[src/hw/bmr_pkg.sv]
// constants for the backup monitor register bank
package bmr_pkg;
    // ****************************************
    // register offsets
    // ****************************************
    localparam logic [7:0] BMR_ADDR_TIMER_LOW = 8'h08;
    localparam logic [7:0] BMR_ADDR_CURRENT = 8'h09;
    localparam logic [7:0] BMR_ADDR_BUS_VOLT = 8'h0A;
    localparam logic [7:0] BMR_ADDR_OVP = 8'h0B;
    localparam logic [7:0] BMR_ADDR_IN_VOLT = 8'h0C;
    localparam logic [7:0] BMR_ADDR_STR_VOLT = 8'h0D;
    localparam logic [7:0] BMR_ADDR_MASK = 8'h0E;
    localparam logic [7:0] BMR_ADDR_FLAGS = 8'h0F;
    // ****************************************
    // reset values and fields
    // ****************************************
    localparam logic [7:0] BMR_RST_ZERO = 8'h00;
    localparam logic [4:0] BMR_RST_OVP = 5'h1D;
    localparam logic [7:0] BMR_RST_MASK = 8'h00;
    localparam int BMR_OVP_W = 5;
    localparam int BMR_CUR_W = 6;
    localparam int BMR_CUR_LSB = 2;
    localparam int BMR_ESR_BIT = 0;
    localparam int BMR_EV_IN_OVP = 7;
    localparam int BMR_EV_REV_BLK = 4;
    localparam int BMR_EV_MEAS_DONE = 3;
    localparam int BMR_EV_ADC_DONE = 2;
    // esr threshold in mV by code
    localparam logic [7:0] BMR_ESR_MV_STEP = 8'h32;
    localparam logic [7:0] BMR_ESR_CODE_ONE = 8'h01;
    // ****************************************
    // other reset and reserved values
    // ****************************************
    localparam logic [5:0] BMR_RST_CUR = 6'h00;
    localparam logic BMR_RST_ESR = 1'b0;
    localparam logic [7:0] BMR_RST_FLAGS = 8'h00;
    localparam logic BMR_RST_EDGE = 1'b0;
    localparam logic BMR_RESV_BIT = 1'b0;
    localparam logic [2:0] BMR_OVP_RESV = 3'h0;
endpackage

[src/hw/bmr_bank.sv]
// backup monitor register bank with event flags and interrupt pin
`timescale 1ns/1ns
module bmr_bank
    import bmr_pkg::*;
(
    input wire logic core_clk,
    input wire logic reset,
    input wire logic reg_wr,
    input wire logic reg_rd,
    input wire logic [7:0] reg_addr,
    input wire logic [7:0] reg_wdata,
    output logic [7:0] reg_rdata,
    input wire logic [7:0] discharge_timer_low_bits,
    input wire logic [5:0] input_current_result_bits,
    input wire logic [7:0] bus_voltage_in,
    input wire logic [7:0] input_voltage_in,
    input wire logic [7:0] storage_voltage_in,
    input wire logic [7:0] esr_step_mv,
    input wire logic [1:0] esr_threshold_code,
    input wire logic results_valid,
    input wire logic [7:0] event_raw,
    input wire logic in_ovp_enable,
    input wire logic reverse_blocking_protection,
    input wire logic meas_enable_bit,
    input wire logic adc_enable_bit,
    output logic meas_start,
    output logic adc_start,
    output logic [4:0] storage_overvoltage_threshold,
    output logic [7:0] interrupt_mask,
    output logic [7:0] event_flags,
    output logic int_n
);
    // ****************************************
    // declarations
    // ****************************************
    // captured results
    logic [7:0] timer_reg;
    logic [7:0] timer_next;
    logic [5:0] cur_reg;
    logic [5:0] cur_next;
    logic esr_reg;
    logic esr_next;
    logic [7:0] bus_reg;
    logic [7:0] bus_next;
    logic [7:0] vin_reg;
    logic [7:0] vin_next;
    logic [7:0] str_reg;
    logic [7:0] str_next;
    // host settings
    logic [4:0] ovp_reg;
    logic [4:0] ovp_next;
    logic [7:0] mask_reg;
    logic [7:0] mask_next;
    // flags and edge history
    logic [7:0] flag_reg;
    logic [7:0] flag_next;
    logic meas_q_reg;
    logic meas_q_next;
    logic adc_q_reg;
    logic adc_q_next;
    // read path
    logic [7:0] rdata_reg;
    logic [7:0] rdata_next;
    // combinational helpers
    logic [7:0] ev_gated;
    logic [7:0] esr_limit;
    logic esr_over;
    logic wr_ovp;
    logic wr_mask;
    logic wr_flags;

    // ****************************************
    // helper functions
    // ****************************************
    // esr threshold in mV from the 2-bit code
    function automatic logic [7:0] esr_mv(input logic [1:0] code);
        esr_mv = 8'((8'(code) + BMR_ESR_CODE_ONE) * BMR_ESR_MV_STEP);
    endfunction

    // offset match for the write decode
    function automatic logic addr_hit(input logic [7:0] a,
        input logic [7:0] target);
        addr_hit = (a == target);
    endfunction

    // ****************************************
    // event gating
    // ****************************************
    always_comb
    begin
        ev_gated = event_raw;
        ev_gated[BMR_EV_IN_OVP] = event_raw[BMR_EV_IN_OVP]
            & in_ovp_enable;
        ev_gated[BMR_EV_REV_BLK] = event_raw[BMR_EV_REV_BLK]
            & reverse_blocking_protection;
    end

    // ****************************************
    // write decode
    // ****************************************
    always_comb
    begin
        wr_ovp = reg_wr && addr_hit(reg_addr, BMR_ADDR_OVP);
        wr_mask = reg_wr && addr_hit(reg_addr, BMR_ADDR_MASK);
        wr_flags = reg_wr && addr_hit(reg_addr, BMR_ADDR_FLAGS);
    end

    // ****************************************
    // conversion results
    // ****************************************
    always_comb
    begin
        timer_next = timer_reg;
        cur_next = cur_reg;
        esr_next = esr_reg;
        bus_next = bus_reg;
        vin_next = vin_reg;
        str_next = str_reg;
        esr_limit = esr_mv(esr_threshold_code);
        esr_over = (esr_step_mv > esr_limit);
        if (results_valid)
        begin
            timer_next = discharge_timer_low_bits;
            cur_next = input_current_result_bits;
            esr_next = esr_over;
            bus_next = bus_voltage_in;
            vin_next = input_voltage_in;
            str_next = storage_voltage_in;
        end
    end

    always_ff @(posedge core_clk or posedge reset)
    begin
        if (reset)
        begin
            timer_reg <= BMR_RST_ZERO;
            cur_reg <= BMR_RST_CUR;
            esr_reg <= BMR_RST_ESR;
            bus_reg <= BMR_RST_ZERO;
            vin_reg <= BMR_RST_ZERO;
            str_reg <= BMR_RST_ZERO;
        end
        else
        begin
            timer_reg <= timer_next;
            cur_reg <= cur_next;
            esr_reg <= esr_next;
            bus_reg <= bus_next;
            vin_reg <= vin_next;
            str_reg <= str_next;
        end
    end

    // ****************************************
    // over-voltage threshold field
    // ****************************************
    always_comb
    begin
        ovp_next = ovp_reg;
        if (wr_ovp)
        begin
            ovp_next = reg_wdata[BMR_OVP_W-1:0];
        end
    end

    always_ff @(posedge core_clk or posedge reset)
    begin
        if (reset)
        begin
            ovp_reg <= BMR_RST_OVP;
        end
        else
        begin
            ovp_reg <= ovp_next;
        end
    end

    // ****************************************
    // interrupt mask
    // ****************************************
    always_comb
    begin
        mask_next = mask_reg;
        if (wr_mask)
        begin
            mask_next = reg_wdata;
        end
    end

    always_ff @(posedge core_clk or posedge reset)
    begin
        if (reset)
        begin
            mask_reg <= BMR_RST_MASK;
        end
        else
        begin
            mask_reg <= mask_next;
        end
    end

    // ****************************************
    // event flags
    // ****************************************
    always_comb
    begin
        flag_next = flag_reg;
        if (wr_flags)
        begin
            flag_next = flag_reg & ~reg_wdata;
        end
        // a new event wins over a clear in the same cycle
        flag_next = flag_next | ev_gated;
    end

    always_ff @(posedge core_clk or posedge reset)
    begin
        if (reset)
        begin
            flag_reg <= BMR_RST_FLAGS;
        end
        else
        begin
            flag_reg <= flag_next;
        end
    end

    // ****************************************
    // measurement start edge
    // ****************************************
    always_comb
    begin
        meas_q_next = meas_enable_bit;
    end

    always_ff @(posedge core_clk or posedge reset)
    begin
        if (reset)
        begin
            meas_q_reg <= BMR_RST_EDGE;
        end
        else
        begin
            meas_q_reg <= meas_q_next;
        end
    end

    // ****************************************
    // conversion start edge
    // ****************************************
    always_comb
    begin
        adc_q_next = adc_enable_bit;
    end

    always_ff @(posedge core_clk or posedge reset)
    begin
        if (reset)
        begin
            adc_q_reg <= BMR_RST_EDGE;
        end
        else
        begin
            adc_q_reg <= adc_q_next;
        end
    end

    // ****************************************
    // read data
    // ****************************************
    always_comb
    begin
        rdata_next = rdata_reg;
        if (reg_rd)
        begin
            case (reg_addr)
                BMR_ADDR_TIMER_LOW: rdata_next = timer_reg;
                BMR_ADDR_CURRENT:
                    rdata_next = {cur_reg, BMR_RESV_BIT, esr_reg};
                BMR_ADDR_BUS_VOLT: rdata_next = bus_reg;
                BMR_ADDR_OVP:
                    rdata_next = {BMR_OVP_RESV, ovp_reg};
                BMR_ADDR_IN_VOLT: rdata_next = vin_reg;
                BMR_ADDR_STR_VOLT: rdata_next = str_reg;
                BMR_ADDR_MASK: rdata_next = mask_reg;
                BMR_ADDR_FLAGS: rdata_next = flag_reg;
                default: rdata_next = BMR_RST_ZERO;
            endcase
        end
    end

    always_ff @(posedge core_clk or posedge reset)
    begin
        if (reset)
        begin
            rdata_reg <= BMR_RST_ZERO;
        end
        else
        begin
            rdata_reg <= rdata_next;
        end
    end

    // ****************************************
    // outputs
    // ****************************************
    assign meas_start = meas_enable_bit & ~meas_q_reg;
    assign adc_start = adc_enable_bit & ~adc_q_reg;
    assign reg_rdata = rdata_reg;
    assign storage_overvoltage_threshold = ovp_reg;
    assign interrupt_mask = mask_reg;
    assign event_flags = flag_reg;
    // low while any unmasked flag is set
    assign int_n = ~|(flag_reg & ~mask_reg);
endmodule

[config.mk]
export PLATFORM = sky130hd
export DESIGN_NAME = bmr_bank
export DESIGN_NICKNAME = d
export VERILOG_FILES = /design/src/hw/bmr_pkg.sv /design/src/hw/bmr_bank.sv
export SDC_FILE = /design/constraint.sdc
export NUM_CORES = 1
export LEC_CHECK = 0
export BUFFER_PORTS_ARGS = -buffer_cell sky130_fd_sc_hd__buf_4
export CAP_MARGIN = 20
export CORE_MARGIN = 2
export CORE_UTILIZATION = 46
export DETAILED_ROUTE_END_ITERATION = 8
export PLACE_DENSITY = 0.86
export REMOVE_ABC_BUFFERS = 1
export SYNTH_ARGS = -nofsm -noshare
export SYNTH_HDL_FRONTEND = slang
export SYNTH_SLANG_ARGS = --single-unit
export TNS_END_PERCENT = 20
[constraint.sdc]
create_clock -name core_clk -period 2.25 [get_ports core_clk]
set_input_delay 0.45 -clock core_clk [delete_from_list [all_inputs] [get_ports core_clk]]
set_output_delay 0.45 -clock core_clk [all_outputs]
set_load 0.01 [all_outputs]
==> impl_metrics.prom, run 1 <==
# TYPE chip_impl_metric gauge
chip_impl_info{name="outcome",value="complete, no violations"} 1
chip_impl_metric{name="number_of_enable_flip_flop_cells_after_synthesis",unit=""} 0
chip_impl_metric{name="count_of_instances_resized_after_the_clock_tree_is_built",unit=""} 0
chip_impl_metric{name="rows",unit=""} 31
chip_impl_metric{name="synthDistinctLibCells",unit=""} 40
chip_impl_metric{name="grt_antenna_before_repair",unit=""} 0
chip_impl_metric{name="clkTransAtPathRegs",unit="ns"} 0.07
chip_impl_metric{name="area.sequential",unit="mm²"} 0.001757
chip_impl_metric{name="cp_data_arrival_time",unit="ns"} 2.05
chip_impl_metric{name="place.detailed.hpwl",unit="µm"} 6131
chip_impl_metric{name="grt_pass1_vias",unit=""} 2738
chip_impl_info{name="cts_tree",value="done"} 1
chip_impl_metric{name="footprint_of_the_multi_input_gates",unit="mm²"} 0.001550
chip_impl_info{name="hold_class",value="in2async"} 1
chip_impl_metric{name="grt_first_pass_wirelength",unit="µm"} 13500
chip_impl_metric{name="cts_max_path_buffers",unit=""} 2
chip_impl_metric{name="core-area",unit="mm²"} 0.007253
chip_impl_metric{name="period_share",unit=""} 0.8152
chip_impl_metric{name="postCtsSetupRepairBufs",unit=""} 0
chip_impl_metric{name="critPathRequiredTime",unit="ns"} 2.46
chip_impl_metric{name="relSlewSlack",unit=""} 0.6568
chip_impl_info{name="ctsRootBufferMaster",value="sky130_fd_sc_hd__clkbuf_8"} 1
chip_impl_metric{name="route.final.wire_length",unit="µm"} 8193
chip_impl_metric{name="path_max_fanout",unit=""} 4
chip_impl_metric{name="dieWidth",unit="µm"} 90.58
chip_impl_metric{name="seq_area_frac_synth",unit=""} 0.5094
chip_impl_metric{name="io-pin-count",unit=""} 113
chip_impl_metric{name="cts_sinks",unit=""} 70
chip_impl_metric{name="final.fill_count",unit=""} 573
chip_impl_metric{name="num_vias",unit=""} 2649
chip_impl_metric{name="leakage_dissipation",unit="nW"} 2.224
chip_impl_metric{name="place_congestion",unit=""} 0.7907
chip_impl_metric{name="numCtsBuffers",unit=""} 9
chip_impl_metric{name="setup_tns",unit="ns"} 0
chip_impl_metric{name="grt_remaining_overflow",unit=""} 0
chip_impl_metric{name="gr-usage-all-layers",unit=""} 0.2080
chip_impl_metric{name="power_frac_clock",unit=""} 0.340
chip_impl_metric{name="power.net_switching",unit="mW"} 0.6891
chip_impl_metric{name="tightestPinTransition",unit="ns"} 0.5147
chip_impl_metric{name="place.port_buffers",unit=""} 112
chip_impl_metric{name="initial_utilization",unit=""} 0.4754
chip_impl_metric{name="power",unit="mW"} 2.781
chip_impl_metric{name="post_syn_instances",unit=""} 271
chip_impl_metric{name="final_cell_area",unit="mm²"} 0.004567
chip_impl_info{name="type_of_element_capturing_the_critical_path",value="flip-flop"} 1
chip_impl_metric{name="design.die.area",unit="mm²"} 0.008205
chip_impl_metric{name="min_period",unit="ns"} 1.834
chip_impl_metric{name="power_density",unit="mW/mm²"} 609.0
chip_impl_metric{name="pwr-share-comb",unit=""} 0.158
chip_impl_metric{name="ant_cells",unit=""} 0
chip_impl_metric{name="yosys_warnings",unit=""} 0
chip_impl_metric{name="drt_first_iter_violations",unit=""} 116
chip_impl_metric{name="max_freq",unit="MHz"} 545.2
chip_impl_metric{name="clock_tree.htree_level_count",unit=""} 3
chip_impl_metric{name="ant_nets",unit=""} 0
chip_impl_metric{name="die_height",unit="µm"} 90.58
chip_impl_metric{name="grt_start_max_net_pins",unit=""} 42
chip_impl_metric{name="report.final.setup_viol",unit=""} 0
chip_impl_metric{name="seq_power_share",unit=""} 0.502
chip_impl_metric{name="swShare",unit=""} 0.2478
chip_impl_info{name="setup_repair_after_global_routing_missed_its_margin",value="false"} 1
chip_impl_metric{name="max_cap_viol_count",unit=""} 0
chip_impl_metric{name="avgRoutedWirePerCell",unit="µm"} 16.65
chip_impl_metric{name="drt-vias-per-instance",unit=""} 5.384
chip_impl_metric{name="finish.net_count",unit=""} 480
chip_impl_metric{name="syn_avg_cell_area",unit="µm²"} 12.72
chip_impl_metric{name="final_hold_viol_count",unit=""} 0
chip_impl_metric{name="drive_gt1_frac",unit=""} 0.5038
chip_impl_metric{name="finalClockSkew",unit="ns"} 0.01277
chip_impl_info{name="criticalPathCategory",value="in2reg"} 1
chip_impl_info{name="start_kind",value="input pin"} 1
chip_impl_info{name="synth_top_flop_cell",value="sky130_fd_sc_hd__dfrtp_1"} 1
chip_impl_metric{name="ctsHoldBuffers",unit=""} 0
chip_impl_metric{name="syn_to_final_growth",unit="%"} 32.44
chip_impl_metric{name="yosys_register_bits",unit=""} 70
chip_impl_metric{name="placed_instance_area",unit="mm²"} 0.004380
chip_impl_metric{name="ir_worst_vdd",unit="µV"} 349.1
chip_impl_metric{name="drt_first_pass_iters",unit=""} 4
chip_impl_metric{name="mappedNetlistArea",unit="mm²"} 0.003448
chip_impl_metric{name="p_int",unit="mW"} 2.092
chip_impl_metric{name="async_flop_share",unit=""} 1.000
chip_impl_metric{name="maxSlewViolCount",unit=""} 0
chip_impl_metric{name="rrSetupSlack",unit="ns"} 0.83
chip_impl_metric{name="clkLatencyLatePin",unit="ns"} 0.34
chip_impl_metric{name="drcViolationCount",unit=""} 0
[per-layer routing]
metal / track usage / part of all wire
met5: 0 / 0
met4: 0.05385 / 0.0093
met3: 0.03589 / 0.060
met2: 0.3545 / 0.50
met1: 0.2761 / 0.43
[cell families after synthesis]
kind of cell	Yosys count	synth area share
xor gates and xnor gates	2	0.005081
AOI/OAI and AO/OA	41	0.08418
and+or+nand+nor	42	0.06858
DFF	70	0.5094
adders and majority gates	11	0.03991
buffers and inverters	30	0.04100
muxes	75	0.2518
[metrics by stage]
step                      utilization  worst slack [ns]  instances  hold slack, ns
after global placement         0.6039            0.1555        476          0.4733
after detailed placement       0.6039           0.06562        476          0.4790
after global routing           0.6296            0.3361        492          0.2129
after CTS                      0.6296            0.4148        492          0.1967
after floorplan                     -           0.03841        260          0.4751
final                          0.6296            0.4158        492          0.1843
[Yosys cell counts, drive strengths merged (2+ instances only)]
master | instances | area (µm²)
inv | 19 | 71.32
and3 | 2 | 12.51
mux2i | 17 | 170.2
ha | 11 | 137.6
nand3b | 2 | 15.01
o21ai | 5 | 25.02
mux4 | 4 | 90.09
o2bb2ai | 6 | 52.55
nand2 | 11 | 41.29
a21oi | 3 | 15.01
dfstp | 4 | 105.1
nand4 | 2 | 18.77
nand3 | 3 | 15.01
dfrtp | 66 | 1652
nor2 | 11 | 41.29
a21o | 6 | 45.04
nor4 | 2 | 27.53
a22o | 3 | 26.28
xor2 | 2 | 17.52
buf | 10 | 66.31
mux2 | 54 | 608.1
nor2b | 4 | 25.02
o22ai | 12 | 75.07
a31oi | 2 | 12.51
[worst max-delay path: stages]
cell                      delay (ns)
sky130_fd_sc_hd__buf_4          0.11
sky130_fd_sc_hd__inv_1          0.09
sky130_fd_sc_hd__ha_1           0.32
sky130_fd_sc_hd__inv_1          0.05
sky130_fd_sc_hd__ha_1           0.28
sky130_fd_sc_hd__nor2b_1        0.13
sky130_fd_sc_hd__o21ai_0        0.16
sky130_fd_sc_hd__a21oi_1        0.09
sky130_fd_sc_hd__o41a_1         0.37
[cell type report]
cell class,count,share of cell area
well taps,99,0.02712
repair buffers,117,0.1923
clock buffers,13,0.03699
multi-input cells,171,0.3395
clock inverters,3,0.003836
inverters,19,0.01562
flip-flops and latches,70,0.3847
[power by group through the flow]
stage / registers, mW / clock network [mW] / logic [mW]
2_1_floorplan: 1.41 / 0 / 0.218
6_report: 1.40 / 0.945 / 0.441
4_1_cts: 1.40 / 0.962 / 0.448
3_5_place_dp: 1.42 / 0 / 0.447
5_1_grt: 1.41 / 1.02 / 0.486
3_3_place_gp: 1.41 / 0 / 0.430
[worst paths after layout]
check,to,cells past startpoint,startpoint
worst max register to register,reg_rdata[6],3,event_flags[6]
max in group asynchronous,storage_overvoltage_threshold[2],3,reset
worst min-delay path,adc_q_reg,3,reset
min in group core_clk,adc_q_reg,1,adc_enable_bit
worst min register to register,reg_rdata[3],1,reg_rdata[3]
worst max-delay path,esr_reg,9,esr_threshold_code[0]
[cell usage in the layout, fill, tap and decap left out, types with 2 or more instances in the layout]
master	synthesis	final
sky130_fd_sc_hd__a21o_1	6	6
sky130_fd_sc_hd__a21oi_1	3	3
sky130_fd_sc_hd__a22o_1	3	3
sky130_fd_sc_hd__a31oi_1	2	2
sky130_fd_sc_hd__and3_1	2	2
sky130_fd_sc_hd__buf_4	1	117
sky130_fd_sc_hd__clkbuf_8	0	12
sky130_fd_sc_hd__clkinv_2	0	2
sky130_fd_sc_hd__dfrtp_1	66	66
sky130_fd_sc_hd__dfstp_2	4	4
sky130_fd_sc_hd__ha_1	11	11
sky130_fd_sc_hd__inv_1	19	18
sky130_fd_sc_hd__mux2_2	54	54
sky130_fd_sc_hd__mux2i_1	17	17
sky130_fd_sc_hd__mux4_2	4	4
sky130_fd_sc_hd__nand2_1	11	11
sky130_fd_sc_hd__nand3_1	3	3
sky130_fd_sc_hd__nand3b_1	2	2
sky130_fd_sc_hd__nor2_1	11	11
sky130_fd_sc_hd__nor2b_1	4	4
sky130_fd_sc_hd__o21ai_0	5	5
sky130_fd_sc_hd__o22ai_1	12	12
sky130_fd_sc_hd__o2bb2ai_1	6	6
sky130_fd_sc_hd__xor2_1	2	2
No activity file was read; power rests on OpenSTA's default activity.
==> inputs of run 2 (changes only) <==
CORE_UTILIZATION = 51   (was 46)
PLACE_DENSITY = 0.89   (was 0.86)
clock period = 1.8 ns   (was 2.25 ns; I/O delays follow)
==> impl_metrics.prom, run 2 (synthesis results as in run 1) <==
# TYPE chip_impl_metric gauge
chip_impl_metric{name="drt-vias-per-instance",unit=""} 5.562
chip_impl_info{name="cts_tree",value="done"} 1
chip_impl_metric{name="final_hold_viol_count",unit=""} 0
chip_impl_metric{name="placed_cells",unit=""} 463
chip_impl_metric{name="rows",unit=""} 29
chip_impl_info{name="outcome",value="complete, no violations"} 1
chip_impl_metric{name="ant_cells",unit=""} 0
chip_impl_metric{name="grt_pass1_vias",unit=""} 2765
chip_impl_metric{name="ir_worst_vdd",unit="µV"} 583.1
chip_impl_metric{name="finalClockSkew",unit="ns"} 0.01149
chip_impl_metric{name="cts_sinks",unit=""} 70
chip_impl_metric{name="cp_data_arrival_time",unit="ns"} 1.39
chip_impl_metric{name="grt_antenna_before_repair",unit=""} 0
chip_impl_metric{name="clkTransAtPathRegs",unit="ns"} 0.07
chip_impl_metric{name="design.die.area",unit="mm²"} 0.007435
chip_impl_info{name="hold_class",value="in2async"} 1
chip_impl_metric{name="gr-usage-all-layers",unit=""} 0.2389
chip_impl_metric{name="relSlewSlack",unit=""} 0.6740
chip_impl_metric{name="final.fill_count",unit=""} 473
chip_impl_metric{name="core-area",unit="mm²"} 0.006459
chip_impl_metric{name="layout.cells.non_filler",unit=""} 484
chip_impl_metric{name="initial_utilization",unit=""} 0.5339
chip_impl_metric{name="max_cap_viol_count",unit=""} 0
chip_impl_metric{name="max_freq",unit="MHz"} 572.9
chip_impl_metric{name="route.final.wire_length",unit="µm"} 8437
chip_impl_metric{name="leakage_dissipation",unit="nW"} 2.304
chip_impl_info{name="type_of_element_capturing_the_critical_path",value="output port"} 1
chip_impl_metric{name="place.port_buffers",unit=""} 112
chip_impl_metric{name="drt_first_iter_violations",unit=""} 124
chip_impl_metric{name="power_density",unit="mW/mm²"} 757.1
chip_impl_metric{name="dieWidth",unit="µm"} 86.23
chip_impl_metric{name="clkLatencyLatePin",unit="ns"} 0.34
chip_impl_metric{name="period_share",unit=""} 0.9698
chip_impl_metric{name="clock_tree.htree_level_count",unit=""} 3
chip_impl_metric{name="tightestPinTransition",unit="ns"} 0.4883
chip_impl_info{name="setup_repair_after_global_routing_missed_its_margin",value="true"} 1
chip_impl_metric{name="place_congestion",unit=""} 0.7947
chip_impl_metric{name="ant_nets",unit=""} 0
chip_impl_metric{name="syn_to_final_growth",unit="%"} 35.41
chip_impl_metric{name="io-pin-count",unit=""} 113
chip_impl_metric{name="drcViolationCount",unit=""} 0
chip_impl_metric{name="footprint_of_the_multi_input_gates",unit="mm²"} 0.001563
chip_impl_metric{name="num_vias",unit=""} 2692
chip_impl_metric{name="critPathRequiredTime",unit="ns"} 1.44
chip_impl_metric{name="grt_remaining_overflow",unit=""} 0
chip_impl_metric{name="min_period",unit="ns"} 1.746
chip_impl_metric{name="drt_first_pass_iters",unit=""} 4
chip_impl_metric{name="die_height",unit="µm"} 86.23
chip_impl_metric{name="maxSlewViolCount",unit=""} 0
chip_impl_metric{name="area.sequential",unit="mm²"} 0.001757
chip_impl_info{name="start_kind",value="flip-flop"} 1
chip_impl_info{name="ctsRootBufferMaster",value="sky130_fd_sc_hd__clkbuf_8"} 1
chip_impl_metric{name="grt_first_pass_wirelength",unit="µm"} 13480
chip_impl_metric{name="grt_start_max_net_pins",unit=""} 33
chip_impl_metric{name="finish.net_count",unit=""} 494
chip_impl_metric{name="report.final.setup_viol",unit=""} 0
chip_impl_metric{name="path_max_fanout",unit=""} 4
chip_impl_metric{name="numCtsBuffers",unit=""} 9
chip_impl_metric{name="place.detailed.hpwl",unit="µm"} 6454
chip_impl_metric{name="cts_max_path_buffers",unit=""} 2
chip_impl_metric{name="final_core_density",unit=""} 0.7230
chip_impl_metric{name="drive_gt1_frac",unit=""} 0.5160
chip_impl_metric{name="ctsHoldBuffers",unit=""} 0
chip_impl_metric{name="avgRoutedWirePerCell",unit="µm"} 17.43
chip_impl_info{name="layout.cells.most_common_list",value="130 x sky130_fd_sc_hd__buf_4, 66 x sky130_fd_sc_hd__dfrtp_1, 54 x sky130_fd_sc_hd__mux2_2, 18 x sky130_fd_sc_hd__inv_1, 17 x sky130_fd_sc_hd__mux2i_1"} 1
chip_impl_info{name="layout_commonest_cell",value="sky130_fd_sc_hd__buf_4"} 1
chip_impl_info{name="criticalPathCategory",value="reg2out"} 1
run 2: cell type report:
cell class / instances / area share
multi-input combinational: 171 / 0.3347
clock inverter: 1 / 0.006431
sequential: 70 / 0.3762
inverter: 19 / 0.01527
tap: 77 / 0.02063
clock buffer: 15 / 0.03349
timing repair buffer: 131 / 0.2133
run 2: what timing repair did:
item,4_1_cts,5_1_grt
setup buffers,0,5
gates cloned,0,0
pin swaps,0,2
setup endpoints to repair,1,1
gates resized for setup,1,1
run 2: worst max-delay path: stages (launching register included):
cell and delay [ns]:
sky130_fd_sc_hd__dfrtp_1 0.42, sky130_fd_sc_hd__inv_1 0.08, sky130_fd_sc_hd__o22ai_2 0.09, sky130_fd_sc_hd__nor4_2 0.29, sky130_fd_sc_hd__buf_4 0.17
run 2: layer usage:
metal,vias up,track usage,share of wire
li1,1246,-,-
met1,1340,0.3061,0.43
met3,6,0.04571,0.056
met4,0,0.08381,0.0070
met2,100,0.4080,0.51
met5,-,0,0
run 2: power breakdown:
part | switching, mW | internal (mW)
Combinational | 0.233 | 0.335
Sequential | 0.0656 | 1.68
Clock | 0.536 | 0.682
Total | 0.834 | 2.70
run 2: per-stage QoR:
step	setup TNS (ns)	hold slack (ns)	worst slack [ns]	power (mW)	instance area (µm²)
2_1_floorplan	-21.25	0.3914	-0.3216	2.035	3378
3_3_place_gp	-0.1361	0.4217	-0.1361	2.318	4433
3_5_place_dp	-0.1408	0.4187	-0.1408	2.350	4433
4_1_cts	0	0.04416	0.04155	3.566	4626
5_1_grt	-0.06724	0.06781	-0.06724	3.705	4669
6_report	0	0.04379	0.05444	3.535	4669
run 2: worst paths after layout:
path                                  from                          endpoint  slack (ns)  depth (start not counted)
max                         event_flags[0]                             int_n        0.05                          4
min                                  reset                      reg_rdata[3]        0.04                          2
max reg2reg                 event_flags[6]                      reg_rdata[6]        0.35                          3
min reg2reg                   reg_rdata[3]                      reg_rdata[3]        0.50                          1
max in group asynchronous            reset  storage_overvoltage_threshold[4]        1.16                          3
min in group core_clk      meas_enable_bit                        meas_q_reg        0.14                          1
==> inputs of run 3 (changes only) <==
CORE_UTILIZATION = 55   (was 51)
PLACE_DENSITY = 0.95   (was 0.89)
clock period = 2.05 ns   (was 1.8 ns; I/O delays follow)
==> impl_metrics.prom, run 3 (synthesis results as in run 1) <==
# TYPE chip_impl_metric gauge
chip_impl_metric{name="clkTransAtPathRegs",unit="ns"} 0.07
chip_impl_metric{name="cts_sinks",unit=""} 70
chip_impl_info{name="type_of_element_capturing_the_critical_path",value="output port"} 1
chip_impl_metric{name="footprint_of_the_multi_input_gates",unit="mm²"} 0.001550
chip_impl_metric{name="final.fill_count",unit=""} 393
chip_impl_metric{name="clock_tree.htree_level_count",unit=""} 3
chip_impl_metric{name="pwr-share-comb",unit=""} 0.157
chip_impl_metric{name="swShare",unit=""} 0.2489
chip_impl_metric{name="final_cell_area",unit="mm²"} 0.004562
chip_impl_metric{name="ant_cells",unit=""} 0
chip_impl_metric{name="grt_pass1_vias",unit=""} 2859
chip_impl_metric{name="seq_power_share",unit=""} 0.490
chip_impl_metric{name="power",unit="mW"} 3.134
chip_impl_metric{name="timing.hold.ws",unit="ns"} 0.05142
chip_impl_metric{name="layout.cells.non_filler",unit=""} 468
chip_impl_metric{name="numCtsBuffers",unit=""} 9
chip_impl_metric{name="drt-vias-per-instance",unit=""} 5.701
chip_impl_metric{name="report.final.setup_viol",unit=""} 0
chip_impl_metric{name="die_height",unit="µm"} 83.18
chip_impl_metric{name="power_density",unit="mW/mm²"} 686.9
chip_impl_metric{name="finish.net_count",unit=""} 480
chip_impl_metric{name="gr-usage-all-layers",unit=""} 0.2571
chip_impl_metric{name="ant_nets",unit=""} 0
chip_impl_metric{name="core-area",unit="mm²"} 0.005991
chip_impl_metric{name="cp_data_arrival_time",unit="ns"} 1.51
chip_impl_metric{name="place.detailed.hpwl",unit="µm"} 6132
chip_impl_metric{name="postCtsSetupRepairBufs",unit=""} 0
chip_impl_metric{name="grt_first_pass_wirelength",unit="µm"} 13970
chip_impl_metric{name="drive_gt1_frac",unit=""} 0.5064
chip_impl_metric{name="grt_remaining_overflow",unit=""} 0
chip_impl_metric{name="critPathRequiredTime",unit="ns"} 1.64
chip_impl_metric{name="cts_max_path_buffers",unit=""} 2
chip_impl_metric{name="maxSlewViolCount",unit=""} 0
chip_impl_metric{name="max_freq",unit="MHz"} 521.9
chip_impl_metric{name="drt_first_iter_violations",unit=""} 127
chip_impl_metric{name="ir_worst_vdd",unit="µV"} 522.9
chip_impl_info{name="criticalPathCategory",value="reg2out"} 1
chip_impl_metric{name="period_share",unit=""} 0.9346
chip_impl_info{name="outcome",value="complete, no violations"} 1
chip_impl_metric{name="power.net_switching",unit="mW"} 0.7802
chip_impl_metric{name="grt_antenna_before_repair",unit=""} 0
chip_impl_info{name="hold_class",value="in2async"} 1
chip_impl_metric{name="design.die.area",unit="mm²"} 0.006919
chip_impl_info{name="setup_repair_after_global_routing_missed_its_margin",value="false"} 1
chip_impl_metric{name="finalClockSkew",unit="ns"} 0.005556
chip_impl_metric{name="io-pin-count",unit=""} 113
chip_impl_info{name="cts_tree",value="done"} 1
chip_impl_metric{name="path_max_fanout",unit=""} 4
chip_impl_metric{name="drt_first_pass_iters",unit=""} 4
chip_impl_metric{name="drcViolationCount",unit=""} 0
chip_impl_info{name="ctsRootBufferMaster",value="sky130_fd_sc_hd__clkbuf_8"} 1
chip_impl_metric{name="final_hold_viol_count",unit=""} 0
chip_impl_metric{name="grt_start_max_net_pins",unit=""} 53
chip_impl_metric{name="place.port_buffers",unit=""} 112
chip_impl_metric{name="count_of_instances_resized_after_the_clock_tree_is_built",unit=""} 0
chip_impl_metric{name="avgRoutedWirePerCell",unit="µm"} 18.08
chip_impl_metric{name="syn_to_final_growth",unit="%"} 32.29
chip_impl_metric{name="placed_instance_area",unit="mm²"} 0.004363
chip_impl_metric{name="clkLatencyLatePin",unit="ns"} 0.35
chip_impl_metric{name="placed_cells",unit=""} 452
chip_impl_metric{name="p_int",unit="mW"} 2.354
chip_impl_metric{name="relSlewSlack",unit=""} 0.7270
chip_impl_metric{name="dieWidth",unit="µm"} 83.18
chip_impl_metric{name="min_period",unit="ns"} 1.916
chip_impl_metric{name="leakage_dissipation",unit="nW"} 2.235
chip_impl_metric{name="area.sequential",unit="mm²"} 0.001757
chip_impl_info{name="start_kind",value="flip-flop"} 1
chip_impl_metric{name="ctsHoldBuffers",unit=""} 0
chip_impl_metric{name="rows",unit=""} 28
chip_impl_metric{name="tightestPinTransition",unit="ns"} 0.4088
chip_impl_metric{name="power_frac_clock",unit=""} 0.353
chip_impl_metric{name="max_cap_viol_count",unit=""} 0
chip_impl_info{name="layout_commonest_cell",value="sky130_fd_sc_hd__buf_4"} 1
chip_impl_metric{name="route.final.wire_length",unit="µm"} 8463
chip_impl_metric{name="num_vias",unit=""} 2668
chip_impl_info{name="layout.cells.most_common_list",value="116 x sky130_fd_sc_hd__buf_4, 66 x sky130_fd_sc_hd__dfrtp_1, 54 x sky130_fd_sc_hd__mux2_2, 18 x sky130_fd_sc_hd__inv_1, 17 x sky130_fd_sc_hd__mux2i_1"} 1
chip_impl_metric{name="initial_utilization",unit=""} 0.5756
chip_impl_metric{name="place_congestion",unit=""} 0.7934
-- run 3: changes by cell type in the layout (fill, tap and decap cells not counted) --
cell | before | now
sky130_fd_sc_hd__clkinv_4 | 0 | 1
sky130_fd_sc_hd__buf_4 | 130 | 116
sky130_fd_sc_hd__clkinv_2 | 0 | 3
sky130_fd_sc_hd__nor4_1 | 0 | 1
sky130_fd_sc_hd__o22ai_1 | 11 | 12
sky130_fd_sc_hd__clkinvlp_4 | 0 | 1
sky130_fd_sc_hd__clkbuf_1 | 5 | 0
sky130_fd_sc_hd__o22ai_2 | 1 | 0
sky130_fd_sc_hd__nor4_2 | 1 | 0
-- run 3: critical path, cell delays in order, from the launching register on --
cell	delay [ns]
sky130_fd_sc_hd__dfrtp_1	0.41
sky130_fd_sc_hd__inv_1	0.11
sky130_fd_sc_hd__o22ai_1	0.11
sky130_fd_sc_hd__nor4_1	0.34
sky130_fd_sc_hd__buf_4	0.19
-- run 3: final timing paths --
kind / slack, ns / cells past startpoint / from / end
hold reg to reg: 0.50 / 1 / reg_rdata[1] / reg_rdata[1]
hold / removal: 0.05 / 2 / reset / timer_reg[2]
setup / recovery: 0.13 / 4 / event_flags[3] / int_n
min in group core_clk: 0.17 / 1 / meas_enable_bit / meas_q_reg
setup reg to reg: 0.61 / 3 / event_flags[6] / reg_rdata[6]
max in group asynchronous: 1.34 / 3 / reset / storage_overvoltage_threshold[0]
-- run 3: cell type report --
| cell class | count | share of cell area |
|---|---|---|
| Clock buffer | 10 | 0.03017 |
| Clock inverter | 6 | 0.01344 |
| Inverter | 19 | 0.01563 |
| Multi-Input combinational cell | 171 | 0.3398 |
| Sequential cell | 70 | 0.3851 |
| Tap cell | 75 | 0.02057 |
| Timing Repair Buffer | 117 | 0.1953 |
-- run 3: power groups by stage --
stage	clock (mW)	combinational, mW	sequential (mW)
CTS	1.12	0.495	1.53
global route	1.19	0.539	1.55
detailed placement	0	0.490	1.56
floorplan	0	0.239	1.55
finish	1.11	0.491	1.54
global placement	0	0.472	1.55
-- run 3: routing by layer --
layer / vias up / track usage / routed length [µm]
met5: - / 0 / 0
met4: 0 / 0.1148 / 361
met3: 30 / 0.06461 / 478
met2: 116 / 0.4391 / 4280
met1: 1304 / 0.3066 / 3343
li1: 1218 / - / -
-- run 3: metrics by stage --
step | setup WS (ns) | setup TNS (ns) | util
2_1_floorplan | -0.1216 | -8.025 | -
3_3_place_gp | 0.04432 | 0 | 0.7283
3_5_place_dp | -0.001628 | -0.001628 | 0.7283
4_1_cts | 0.1596 | 0 | 0.7615
5_1_grt | 0.08760 | 0 | 0.7615
6_report | 0.1340 | 0 | 0.7615
